--- src/pidpr_defs.svh ---
`ifndef PIDPR_DEFS_SVH
`define PIDPR_DEFS_SVH

// ****************************************
// scaling and arithmetic
// ****************************************
`define PIDPR_SCALE_LIMIT   16'sh7fff
`define PIDPR_GAIN_SHIFT    8
`define PIDPR_SPEED_ZERO    16'sh0000

// ****************************************
// feedback source codes
// ****************************************
`define PIDPR_FB_NONE       3'h0
`define PIDPR_FB_FIRST      3'h1
`define PIDPR_FB_LAST       3'h6
`define PIDPR_FB_COUNT      6

// ****************************************
// predictive source codes
// ****************************************
`define PIDPR_PRED_NONE     4'h0
`define PIDPR_PRED_LAST     4'hb
`define PIDPR_PRED_COUNT    11

// ****************************************
// preset selection codes
// ****************************************
`define PIDPR_PSEL_BASE     2'h0
`define PIDPR_PSEL_TWO      2'h1
`define PIDPR_PSEL_THREE    2'h2
`define PIDPR_PSEL_FOUR     2'h3

// ****************************************
// synchroniser depth
// ****************************************
`define PIDPR_SYNC_STAGES   3

`endif

--- src/pidpr_pkg.sv ---
package pidpr_pkg;

  // ****************************************
  // regulator sequencing
  // ****************************************
  typedef enum logic [1:0] {
    PIDPR_ST_OFF   = 2'b00,
    PIDPR_ST_START = 2'b01,
    PIDPR_ST_RUN   = 2'b10,
    PIDPR_ST_SLEEP = 2'b11
  } pidpr_state_e;

  // ****************************************
  // configuration carriers
  // ****************************************
  typedef struct packed {
    logic signed [15:0] internal_process_ref;
    logic signed [15:0] reference_a;
    logic signed [15:0] preset_ref_two;
    logic signed [15:0] preset_ref_three;
    logic signed [15:0] preset_ref_four;
    logic signed [15:0] manual_reference;
  } pidpr_refs_s;

  typedef struct packed {
    logic signed [15:0] feedback_scale_min;
    logic signed [15:0] feedback_scale_max;
    logic signed [15:0] reference_scale_min;
    logic signed [15:0] reference_scale_max;
  } pidpr_scale_s;

  typedef struct packed {
    logic [15:0] proportional_gain;
    logic [15:0] integral_gain;
    logic [15:0] derivative_gain;
  } pidpr_gains_s;

  typedef struct packed {
    logic [15:0] speed_rise_ramp;
    logic [15:0] speed_fall_ramp;
    logic [15:0] second_rise_ramp;
    logic [15:0] process_ref_ramp;
  } pidpr_ramps_s;

  typedef struct packed {
    logic signed [15:0] error_wake_level;
    logic signed [15:0] feedback_wake_level;
    logic signed [15:0] low_speed_level;
    logic [15:0]        low_speed_time_limit;
  } pidpr_wake_s;

  typedef struct packed {
    logic               fb_alarm_en;
    logic signed [15:0] fb_alarm_low;
    logic signed [15:0] fb_alarm_high;
    logic               err_alarm_en;
    logic [15:0]        err_alarm_level;
  } pidpr_alarm_s;

endpackage

--- src/pidpr_in_sync.sv ---
`timescale 1ns/100ps

// ****************************************
// pin synchroniser with agreement filter
// ****************************************
module pidpr_in_sync #(
  parameter int W = 4
) (
  // clock and reset
  input  wire logic         ref_clk,
  input  wire logic         rst_n,
  // pins and filtered levels
  input  wire logic [W-1:0] pin_in,
  output logic      [W-1:0] level_q
);

  logic [W-1:0] s1_q;
  logic [W-1:0] s2_q;
  logic [W-1:0] s3_q;

  genvar b;
  generate
    for (b = 0; b < W; b++)
    begin : g_bit
      always_ff @(posedge ref_clk or negedge rst_n)
      begin
        if (!rst_n)
        begin
          s1_q[b] <= 1'b0;
          s2_q[b] <= 1'b0;
          s3_q[b] <= 1'b0;
        end
        else
        begin
          s1_q[b] <= pin_in[b];
          s2_q[b] <= s1_q[b];
          s3_q[b] <= s2_q[b];
        end
      end

      // a change counts only once stages two and three agree
      always_ff @(posedge ref_clk or negedge rst_n)
      begin
        if (!rst_n)
          level_q[b] <= 1'b0;
        else if (s2_q[b] == s3_q[b])
          level_q[b] <= s3_q[b];
      end
    end
  endgenerate

endmodule

--- src/pidpr_process_regulator.sv ---
`timescale 1ns/100ps
`include "pidpr_defs.svh"

// Operation
// - preset inputs pick base, two, three, four
// - speed ramps only on predictive changes
// - second rise ramp at start, wake
// - reference ramp only on reference change
// - wake when signed correction exceeds error level
// - reversal flips sign of correction
// - feedback wake threshold, direction by reversal
// - inhibit input clears integral term
// - feedback alarm on logic output
// - error alarm on logic output
// - manual input selects manual reference
// - predictive reference initialises speed at restart
// - regulator enabled only with feedback source
// - eleven predictive reference sources accepted
// - no feedback source keeps regulator off
module pidpr_process_regulator (
  // clock and reset
  input  wire logic                      ref_clk,
  input  wire logic                      rstn,
  // control period and run command, same clock
  input  wire logic                      ctrl_tick,
  input  wire logic                      run_cmd,
  // configuration
  input  wire logic [2:0]                feedback_source_assign,
  input  wire logic [3:0]                predictive_source,
  input  wire logic                      internal_ref_select,
  input  wire logic                      preset_select_en,
  input  wire logic                      manual_auto_en,
  input  wire logic                      correction_reversal,
  input  wire pidpr_pkg::pidpr_refs_s    refs,
  input  wire pidpr_pkg::pidpr_scale_s   scale,
  input  wire pidpr_pkg::pidpr_gains_s   gains,
  input  wire pidpr_pkg::pidpr_ramps_s   ramps,
  input  wire pidpr_pkg::pidpr_wake_s    wake,
  input  wire pidpr_pkg::pidpr_alarm_s   alarm,
  // measured channels
  input  wire logic signed [5:0][15:0]   fb_channels,
  input  wire logic signed [10:0][15:0]  pred_channels,
  // logic input pins
  input  wire logic                      preset_select_low,
  input  wire logic                      preset_select_high,
  input  wire logic                      integral_inhibit,
  input  wire logic                      manual_select,
  // results
  output logic signed [15:0]             speed_ref_q,
  output logic signed [16:0]             process_error_q,
  output logic                           regulator_active,
  output logic                           regulator_asleep,
  output logic                           feedback_alarm_q,
  output logic                           error_alarm_q
);

  // ****************************************
  // reset release and pin capture
  // ****************************************
  logic [1:0] rst_pipe_q;
  logic       rst_n_i;
  logic [3:0] pins_q;

  always_ff @(posedge ref_clk or negedge rstn)
  begin
    if (!rstn)
      rst_pipe_q <= 2'b00;
    else
      rst_pipe_q <= {rst_pipe_q[0], 1'b1};
  end
  assign rst_n_i = rst_pipe_q[1];

  pidpr_in_sync #(.W(4)) u_pins (
    .ref_clk (ref_clk),
    .rst_n   (rst_n_i),
    .pin_in  ({manual_select, integral_inhibit, preset_select_high, preset_select_low}),
    .level_q (pins_q)
  );

  // ****************************************
  // source selection and scaling
  // ****************************************
  pidpr_pkg::pidpr_state_e state_q;
  logic                    enabled;
  logic signed [15:0]      fb_sel;
  logic signed [15:0]      fb_scaled;
  logic signed [15:0]      pred_sel;
  logic signed [15:0]      ref_base;
  logic signed [15:0]      ref_pick;
  logic signed [15:0]      ref_target;
  logic signed [16:0]      err;
  logic signed [17:0]      corr;

  assign enabled = (feedback_source_assign >= `PIDPR_FB_FIRST) &&
                   (feedback_source_assign <= `PIDPR_FB_LAST);
  assign fb_sel  = enabled ? fb_channels[feedback_source_assign - `PIDPR_FB_FIRST] :
                   `PIDPR_SPEED_ZERO;
  assign pred_sel = (predictive_source != `PIDPR_PRED_NONE &&
                     predictive_source <= `PIDPR_PRED_LAST) ?
                    pred_channels[predictive_source - 4'h1] : `PIDPR_SPEED_ZERO;

  function automatic logic signed [15:0] clip(input logic signed [15:0] v,
                                              input logic signed [15:0] lo,
                                              input logic signed [15:0] hi);
    clip = (v < lo) ? lo : ((v > hi) ? hi : v);
  endfunction

  assign ref_base = internal_ref_select ? refs.internal_process_ref : refs.reference_a;
  always_comb
  begin
    ref_pick = ref_base;
    if (preset_select_en)
    begin
      case (pins_q[1:0])
        `PIDPR_PSEL_BASE:  ref_pick = ref_base;
        `PIDPR_PSEL_TWO:   ref_pick = refs.preset_ref_two;
        `PIDPR_PSEL_THREE: ref_pick = refs.preset_ref_three;
        `PIDPR_PSEL_FOUR:  ref_pick = refs.preset_ref_four;
        default:           ref_pick = ref_base;
      endcase
    end
  end

  // clip to scale bounds; bounds order is trusted
  assign ref_target = clip((manual_auto_en && pins_q[3]) ? refs.manual_reference : ref_pick,
                           scale.reference_scale_min, scale.reference_scale_max);
  assign fb_scaled  = clip(fb_sel, scale.feedback_scale_min, scale.feedback_scale_max);

  // ****************************************
  // ramps
  // ****************************************
  function automatic logic signed [15:0] ramp_to(input logic signed [15:0] cur,
                                                 input logic signed [15:0] tgt,
                                                 input logic [15:0]        up,
                                                 input logic [15:0]        dn);
    logic signed [17:0] nxt;
    nxt = 18'(tgt);
    if (tgt > cur && up != 16'h0000)
    begin
      nxt = 18'(cur) + $signed({2'b00, up});
      if (nxt > 18'(tgt))
        nxt = 18'(tgt);
    end
    else if (tgt < cur && dn != 16'h0000)
    begin
      nxt = 18'(cur) - $signed({2'b00, dn});
      if (nxt < 18'(tgt))
        nxt = 18'(tgt);
    end
    ramp_to = nxt[15:0];
  endfunction

  logic signed [15:0] ref_ramp_q;
  logic signed [15:0] pred_ramp_q;

  always_ff @(posedge ref_clk or negedge rst_n_i)
  begin
    if (!rst_n_i)
      ref_ramp_q <= `PIDPR_SPEED_ZERO;
    else if (state_q == pidpr_pkg::PIDPR_ST_OFF)
      ref_ramp_q <= ref_target;
    else if (ctrl_tick)
      ref_ramp_q <= ramp_to(ref_ramp_q, ref_target, ramps.process_ref_ramp,
                            ramps.process_ref_ramp);
  end

  // predictive loaded at start, ramped after
  always_ff @(posedge ref_clk or negedge rst_n_i)
  begin
    if (!rst_n_i)
      pred_ramp_q <= `PIDPR_SPEED_ZERO;
    else if (state_q == pidpr_pkg::PIDPR_ST_OFF)
      pred_ramp_q <= pred_sel;
    else if (ctrl_tick)
      pred_ramp_q <= ramp_to(pred_ramp_q, pred_sel, ramps.speed_rise_ramp,
                             ramps.speed_fall_ramp);
  end

  // ****************************************
  // three-term regulator
  // ****************************************
  logic signed [17:0] corr_prev_q;
  logic signed [39:0] integ_q;
  logic signed [34:0] p_term;
  logic signed [34:0] i_term;
  logic signed [35:0] d_term;
  logic signed [40:0] pid_sum;
  logic signed [40:0] pid_shift;
  logic signed [15:0] pid_out;
  logic signed [17:0] spd_sum;
  logic signed [15:0] speed_tgt;
  logic               regulating;

  assign err = 17'(ref_ramp_q) - 17'(fb_scaled);
  // reversal turns a positive error into slowing
  assign corr = correction_reversal ? -18'(err) : 18'(err);
  assign regulating = (state_q == pidpr_pkg::PIDPR_ST_START) ||
                      (state_q == pidpr_pkg::PIDPR_ST_RUN);

  assign p_term = $signed({1'b0, gains.proportional_gain}) * corr;
  assign i_term = $signed({1'b0, gains.integral_gain}) * corr;
  assign d_term = $signed({1'b0, gains.derivative_gain}) * (19'(corr) - 19'(corr_prev_q));
  assign pid_sum   = 41'(p_term) + 41'(integ_q) + 41'(d_term);
  assign pid_shift = pid_sum >>> `PIDPR_GAIN_SHIFT;
  assign pid_out   = (pid_shift < 0) ? `PIDPR_SPEED_ZERO :
                     ((pid_shift > 41'(`PIDPR_SCALE_LIMIT)) ? `PIDPR_SCALE_LIMIT :
                      pid_shift[15:0]);
  assign spd_sum   = 18'(pred_ramp_q) + 18'(pid_out);
  assign speed_tgt = (spd_sum < 0) ? `PIDPR_SPEED_ZERO :
                     ((spd_sum > 18'(`PIDPR_SCALE_LIMIT)) ? `PIDPR_SCALE_LIMIT :
                      spd_sum[15:0]);

  always_ff @(posedge ref_clk or negedge rst_n_i)
  begin
    if (!rst_n_i)
      integ_q <= 40'sh0;
    else if (pins_q[2] || !regulating)
      integ_q <= 40'sh0;
    else if (ctrl_tick)
      integ_q <= integ_q + 40'(i_term);
  end

  always_ff @(posedge ref_clk or negedge rst_n_i)
  begin
    if (!rst_n_i)
      corr_prev_q <= 18'sh0;
    else if (!regulating)
      corr_prev_q <= corr;
    else if (ctrl_tick)
      corr_prev_q <= corr;
  end

  // ****************************************
  // sequencing, sleep and wake
  // ****************************************
  logic [15:0] slow_cnt_q;
  logic        err_wake;
  logic        fb_wake;
  logic        go;

  assign go = run_cmd && enabled;
  assign err_wake = corr > 18'(wake.error_wake_level);
  assign fb_wake  = correction_reversal ? (fb_scaled < wake.feedback_wake_level) :
                                          (fb_scaled > wake.feedback_wake_level);

  always_ff @(posedge ref_clk or negedge rst_n_i)
  begin
    if (!rst_n_i)
    begin
      state_q     <= pidpr_pkg::PIDPR_ST_OFF;
      speed_ref_q <= `PIDPR_SPEED_ZERO;
      slow_cnt_q  <= 16'h0000;
    end
    // no source or no run keeps it off
    else if (!go)
    begin
      state_q     <= pidpr_pkg::PIDPR_ST_OFF;
      speed_ref_q <= `PIDPR_SPEED_ZERO;
      slow_cnt_q  <= 16'h0000;
    end
    else
    begin
      case (state_q)
        pidpr_pkg::PIDPR_ST_OFF:
        begin
          state_q     <= pidpr_pkg::PIDPR_ST_START;
          speed_ref_q <= pred_sel;
        end
        pidpr_pkg::PIDPR_ST_START:
        begin
          // second rise ramp toward regulator output
          if (ctrl_tick)
          begin
            speed_ref_q <= ramp_to(speed_ref_q, speed_tgt, ramps.second_rise_ramp,
                                   16'h0000);
            if (ramp_to(speed_ref_q, speed_tgt, ramps.second_rise_ramp, 16'h0000) ==
                speed_tgt)
              state_q <= pidpr_pkg::PIDPR_ST_RUN;
          end
        end
        pidpr_pkg::PIDPR_ST_RUN:
        begin
          if (ctrl_tick)
          begin
            speed_ref_q <= speed_tgt;
            // zero limit disables the sleep timer
            if (speed_tgt >= wake.low_speed_level || wake.low_speed_time_limit == 16'h0000)
              slow_cnt_q <= 16'h0000;
            else if (slow_cnt_q + 16'h0001 >= wake.low_speed_time_limit)
            begin
              state_q     <= pidpr_pkg::PIDPR_ST_SLEEP;
              speed_ref_q <= `PIDPR_SPEED_ZERO;
              slow_cnt_q  <= 16'h0000;
            end
            else
              slow_cnt_q <= slow_cnt_q + 16'h0001;
          end
        end
        pidpr_pkg::PIDPR_ST_SLEEP:
        begin
          // wake through the second rise ramp
          if (err_wake || fb_wake)
            state_q <= pidpr_pkg::PIDPR_ST_START;
        end
        default:
          state_q <= pidpr_pkg::PIDPR_ST_OFF;
      endcase
    end
  end

  // ****************************************
  // alarms and status
  // ****************************************
  logic fb_alarm_c;
  logic err_alarm_c;

  assign fb_alarm_c  = enabled && alarm.fb_alarm_en &&
                       (fb_scaled < alarm.fb_alarm_low || fb_scaled > alarm.fb_alarm_high);
  assign err_alarm_c = enabled && alarm.err_alarm_en &&
                       ((err < 0 ? -err : err) > 17'($signed({1'b0, alarm.err_alarm_level})));

  always_ff @(posedge ref_clk or negedge rst_n_i)
  begin
    if (!rst_n_i)
    begin
      feedback_alarm_q <= 1'b0;
      error_alarm_q    <= 1'b0;
      process_error_q  <= 17'sh0;
    end
    else
    begin
      feedback_alarm_q <= fb_alarm_c;
      error_alarm_q    <= err_alarm_c;
      process_error_q  <= enabled ? err : 17'sh0;
    end
  end

  assign regulator_active = regulating;
  assign regulator_asleep = (state_q == pidpr_pkg::PIDPR_ST_SLEEP);
endmodule

--- config.mk ---
export PLATFORM = sky130hd
export DESIGN_NAME = pidpr_process_regulator
export DESIGN_NICKNAME = d
export VERILOG_FILES = /design/src/pidpr_pkg.sv /design/src/pidpr_in_sync.sv /design/src/pidpr_process_regulator.sv
export VERILOG_INCLUDE_DIRS = /design/src
export SDC_FILE = /design/constraint.sdc
export NUM_CORES = 2
export LEC_CHECK = 0
export BUFFER_PORTS_ARGS = -buffer_cell sky130_fd_sc_hd__buf_2
export CORE_MARGIN = 3
export CORE_UTILIZATION = 57
export DETAILED_ROUTE_END_ITERATION = 12
export PLACE_DENSITY = 0.85
export SYNTH_ARGS = -nofsm -noshare
export SYNTH_HDL_FRONTEND = slang
export SYNTH_HIERARCHICAL = 1
export SYNTH_SLANG_ARGS = --single-unit
--- constraint.sdc ---
create_clock -name ref_clk -period 4.9 [get_ports ref_clk]
set_input_delay 0.735 -clock ref_clk [delete_from_list [all_inputs] [get_ports ref_clk]]
set_output_delay 0.735 -clock ref_clk [all_outputs]
set_load 0.03 [all_outputs]
==> results.cfg <==
[placement]
place_congestion = 1.05
dp_hpwl_um = 213000
place_ws_ns = -15.45
dpl.cell_count = 10727
portBuffers = 713

[critical_path]
cp.required_ns = 5.35
cp.buffers_inverters = 20
critical_path_class = in2reg
cp_top_family = simple AND/OR/NAND/NOR gates
critPathArrivalTime_ns = 20.41
critPathLaunchType = input port
slowest_delay_ns = 0.95
cp_max_fo = 11
cpMaxStageDelayCell = nor3_1
critPathCaptureType = register

[route]
post_drt_via_cell_ratio = 5.84
detail_route.wl_per_cell_um = 24.0
finalWirelength_um = 261000
vias = 63670
drt-initial-drc-count = 5450
ant_nets = 0
post-route-drc-count = 0
dr.pass1.iters = 12

[cts]
clock_latency_ns = 0.54
cts.sinks = 161
clk_pin_slew_worst_paths_ns = 0.09
clockBufferDepth = 2
cts_tree = yes
cts_buffers = 17
h-tree-depth = 4
cts_root_buf = clkbuf_16

[sta]
drv_slew = 0
period_share_pct = 407
finalWorstSetupSlack_ns = -15.06
hold_viol = 0
slew_headroom_pct = 19.8
fin_skew_ns = 0.0204
finalSetupViolCount = 141
rsz0062_at_grt = yes
worstMarginPinSlew_ns = 1.20
fin_crit_ns = 19.96
clock.fmax_mhz = 50.1

[status]
violations = setup timing
status = finished, violations left

[global_routing]
grt_antenna_before_repair = 39
grt_pass1_vias = 68462
grt_pass1_wl_um = 387000
grt_overflow = 0
grt_max_degree = 114
track_usage_pct = 43.8

[layout]
fin_cells = 10897
fin_nets = 11875
area_growth_pct = 30.7
fillerInstances = 7548
layout_common_cells = inv_1, buf_4, fa_1
final_common_cell = inv_1
drive_gt1_share_pct = 29.4

[floorplan]
io_pins = 714
rows = 122
fp.dieW_um = 342
core_area_sq_um = 111000
die_area_sq_um = 117000
dieHeight_um = 342
initial_core_util_pct = 57.8

[synth]
synth-main-ff-cell = dfrtp_1
async_flop_share_pct = 100
post_synth_inst_count = 7497
ys_types = 93
synth_edf_count = 0
yosysWarnings = 6
avgSynthCellArea_sq_um = 8.59
yosysSeqAreaShare_pct = 6.25
synth-seq-cells = 161
synth.cell_area_sq_um = 64400

[min_path]
hold_path.class = in2reg

[flow_run]
cap_violations = 0
==> worst paths after layout <==
kind                                           start              to  slack, ns  cells past startpoint
min in group asynchronous              rst_pipe_q[1]  pred_ramp_q[2]       0.43                      0
max                        feedback_source_assign[1]      state_q[1]     -15.06                     89
min reg2reg                           u_pins/s1_q[1]  u_pins/s2_q[1]       0.35                      0
max in group asynchronous              rst_pipe_q[1]     integ_q[14]       3.16                      1
min                                    manual_select  u_pins/s1_q[3]       0.30                      1
max reg2reg                            ref_ramp_q[0]      state_q[1]     -12.25                     69
==> repair_timing <==
action | CTS | global route
setup endpoints to repair | 141 | 142
gates resized for setup | 317 | 254
gates cloned | 5 | 1
pin swaps | 148 | 192
hold endpoints to repair | 2 | 0
buffers inserted | 62 | 42
hold buffers | 1 | 0
==> Yosys cell counts, drive strengths merged, types with 13 or more instances <==
cell     count  area share (%)
nor2b      135             1.3
o211ai      35            0.42
mux4        48             1.7
o22ai       20            0.19
a221oi      38            0.52
inv       1739              10
a31oi       35            0.34
nor2       243             1.4
or3         26            0.27
xnor2      148             2.0
and4        14            0.19
a21o       142             1.7
a221o       18            0.28
o311ai      13            0.18
a21oi      285             2.2
and2       359             3.5
o21ai      253             2.0
a2111oi     17            0.26
fa        1117              35
a311oi      18            0.24
ha         721              14
dfrtp      161             6.3
buf         46            0.31
xor2        78             1.1
nor4        27            0.26
nand2      764             4.5
o31ai       26            0.30
nand2b      82            0.80
o21bai      20            0.23
mux2i       67             1.0
mux2        35            0.61
a211oi      27            0.31
o21a        49            0.57
nand3       65            0.50
nor3        87            0.68
a21boi      13            0.15
a22o        26            0.35
clkbuf     234             1.4
nand4       72            0.70
and3        28            0.27
==> routing by layer <==
metal  vias to the layer above  track usage, %  wire length, um
met5                         -           0.667              168
li1                      27527               -                -
met1                     31157            47.6            85700
met4                         8            39.6            29600
met3                      1334            8.52            22200
met2                      3644            72.6           123000
==> sequential cells by signal, indices dropped and copies added (netlist names) <==
register / cells
rst_pipe_q: 2
state_q: 2
u_pins/s2_q: 4
process_error_q: 17
u_pins/level_q: 4
slow_cnt_q: 16
u_pins/s1_q: 4
integ_q: 40
corr_prev_q: 18
speed_ref_q: 16
u_pins/s3_q: 4
ref_ramp_q: 16
pred_ramp_q: 16
error_alarm_q: 1
feedback_alarm_q: 1
==> cells by family after synthesis <==
logic type               count (synthesis)  share of synthesized area [%]
AO/OA/AOI/OAI                         1141                           11.7
XOR/XNOR                               226                           3.08
adder cells (fa/ha/maj)               1842                           48.8
buffers and inverters                 2019                           11.8
flip-flops                             161                           6.25
multiplexers                           150                           3.34
other                                    2                         0.0117
AND/OR/NAND/NOR                       1956                           15.0
==> final cells by class <==
cell class	instances	area [sq um]	area share [%]
diodes	36	90.1	0.107
flip-flops and latches	161	4040	4.79
clock inverters	15	173	0.205
well taps	1488	1860	2.21
inverters	1739	6570	7.80
clock buffers	17	425	0.505
multi-input cells	5323	55800	66.2
repair buffers	2118	15300	18.1
==> stage by stage <==
stage	util [%]	TNS, ns	hold WS, ns	instance area (sq um)
2_1_floorplan	-	-779.66	0.331	65800
3_3_place_gp	72.0	-885.91	0.333	80200
3_5_place_dp	72.0	-912.20	0.337	80200
4_1_cts	74.3	-793.20	0.284	82800
5_1_grt	75.6	-872.44	0.297	84200
6_report	75.6	-825.42	0.302	84200
Power is left out: the tool's default activity adds up to more than one toggle a clock period on the data nets, which glitch-free logic cannot reach.
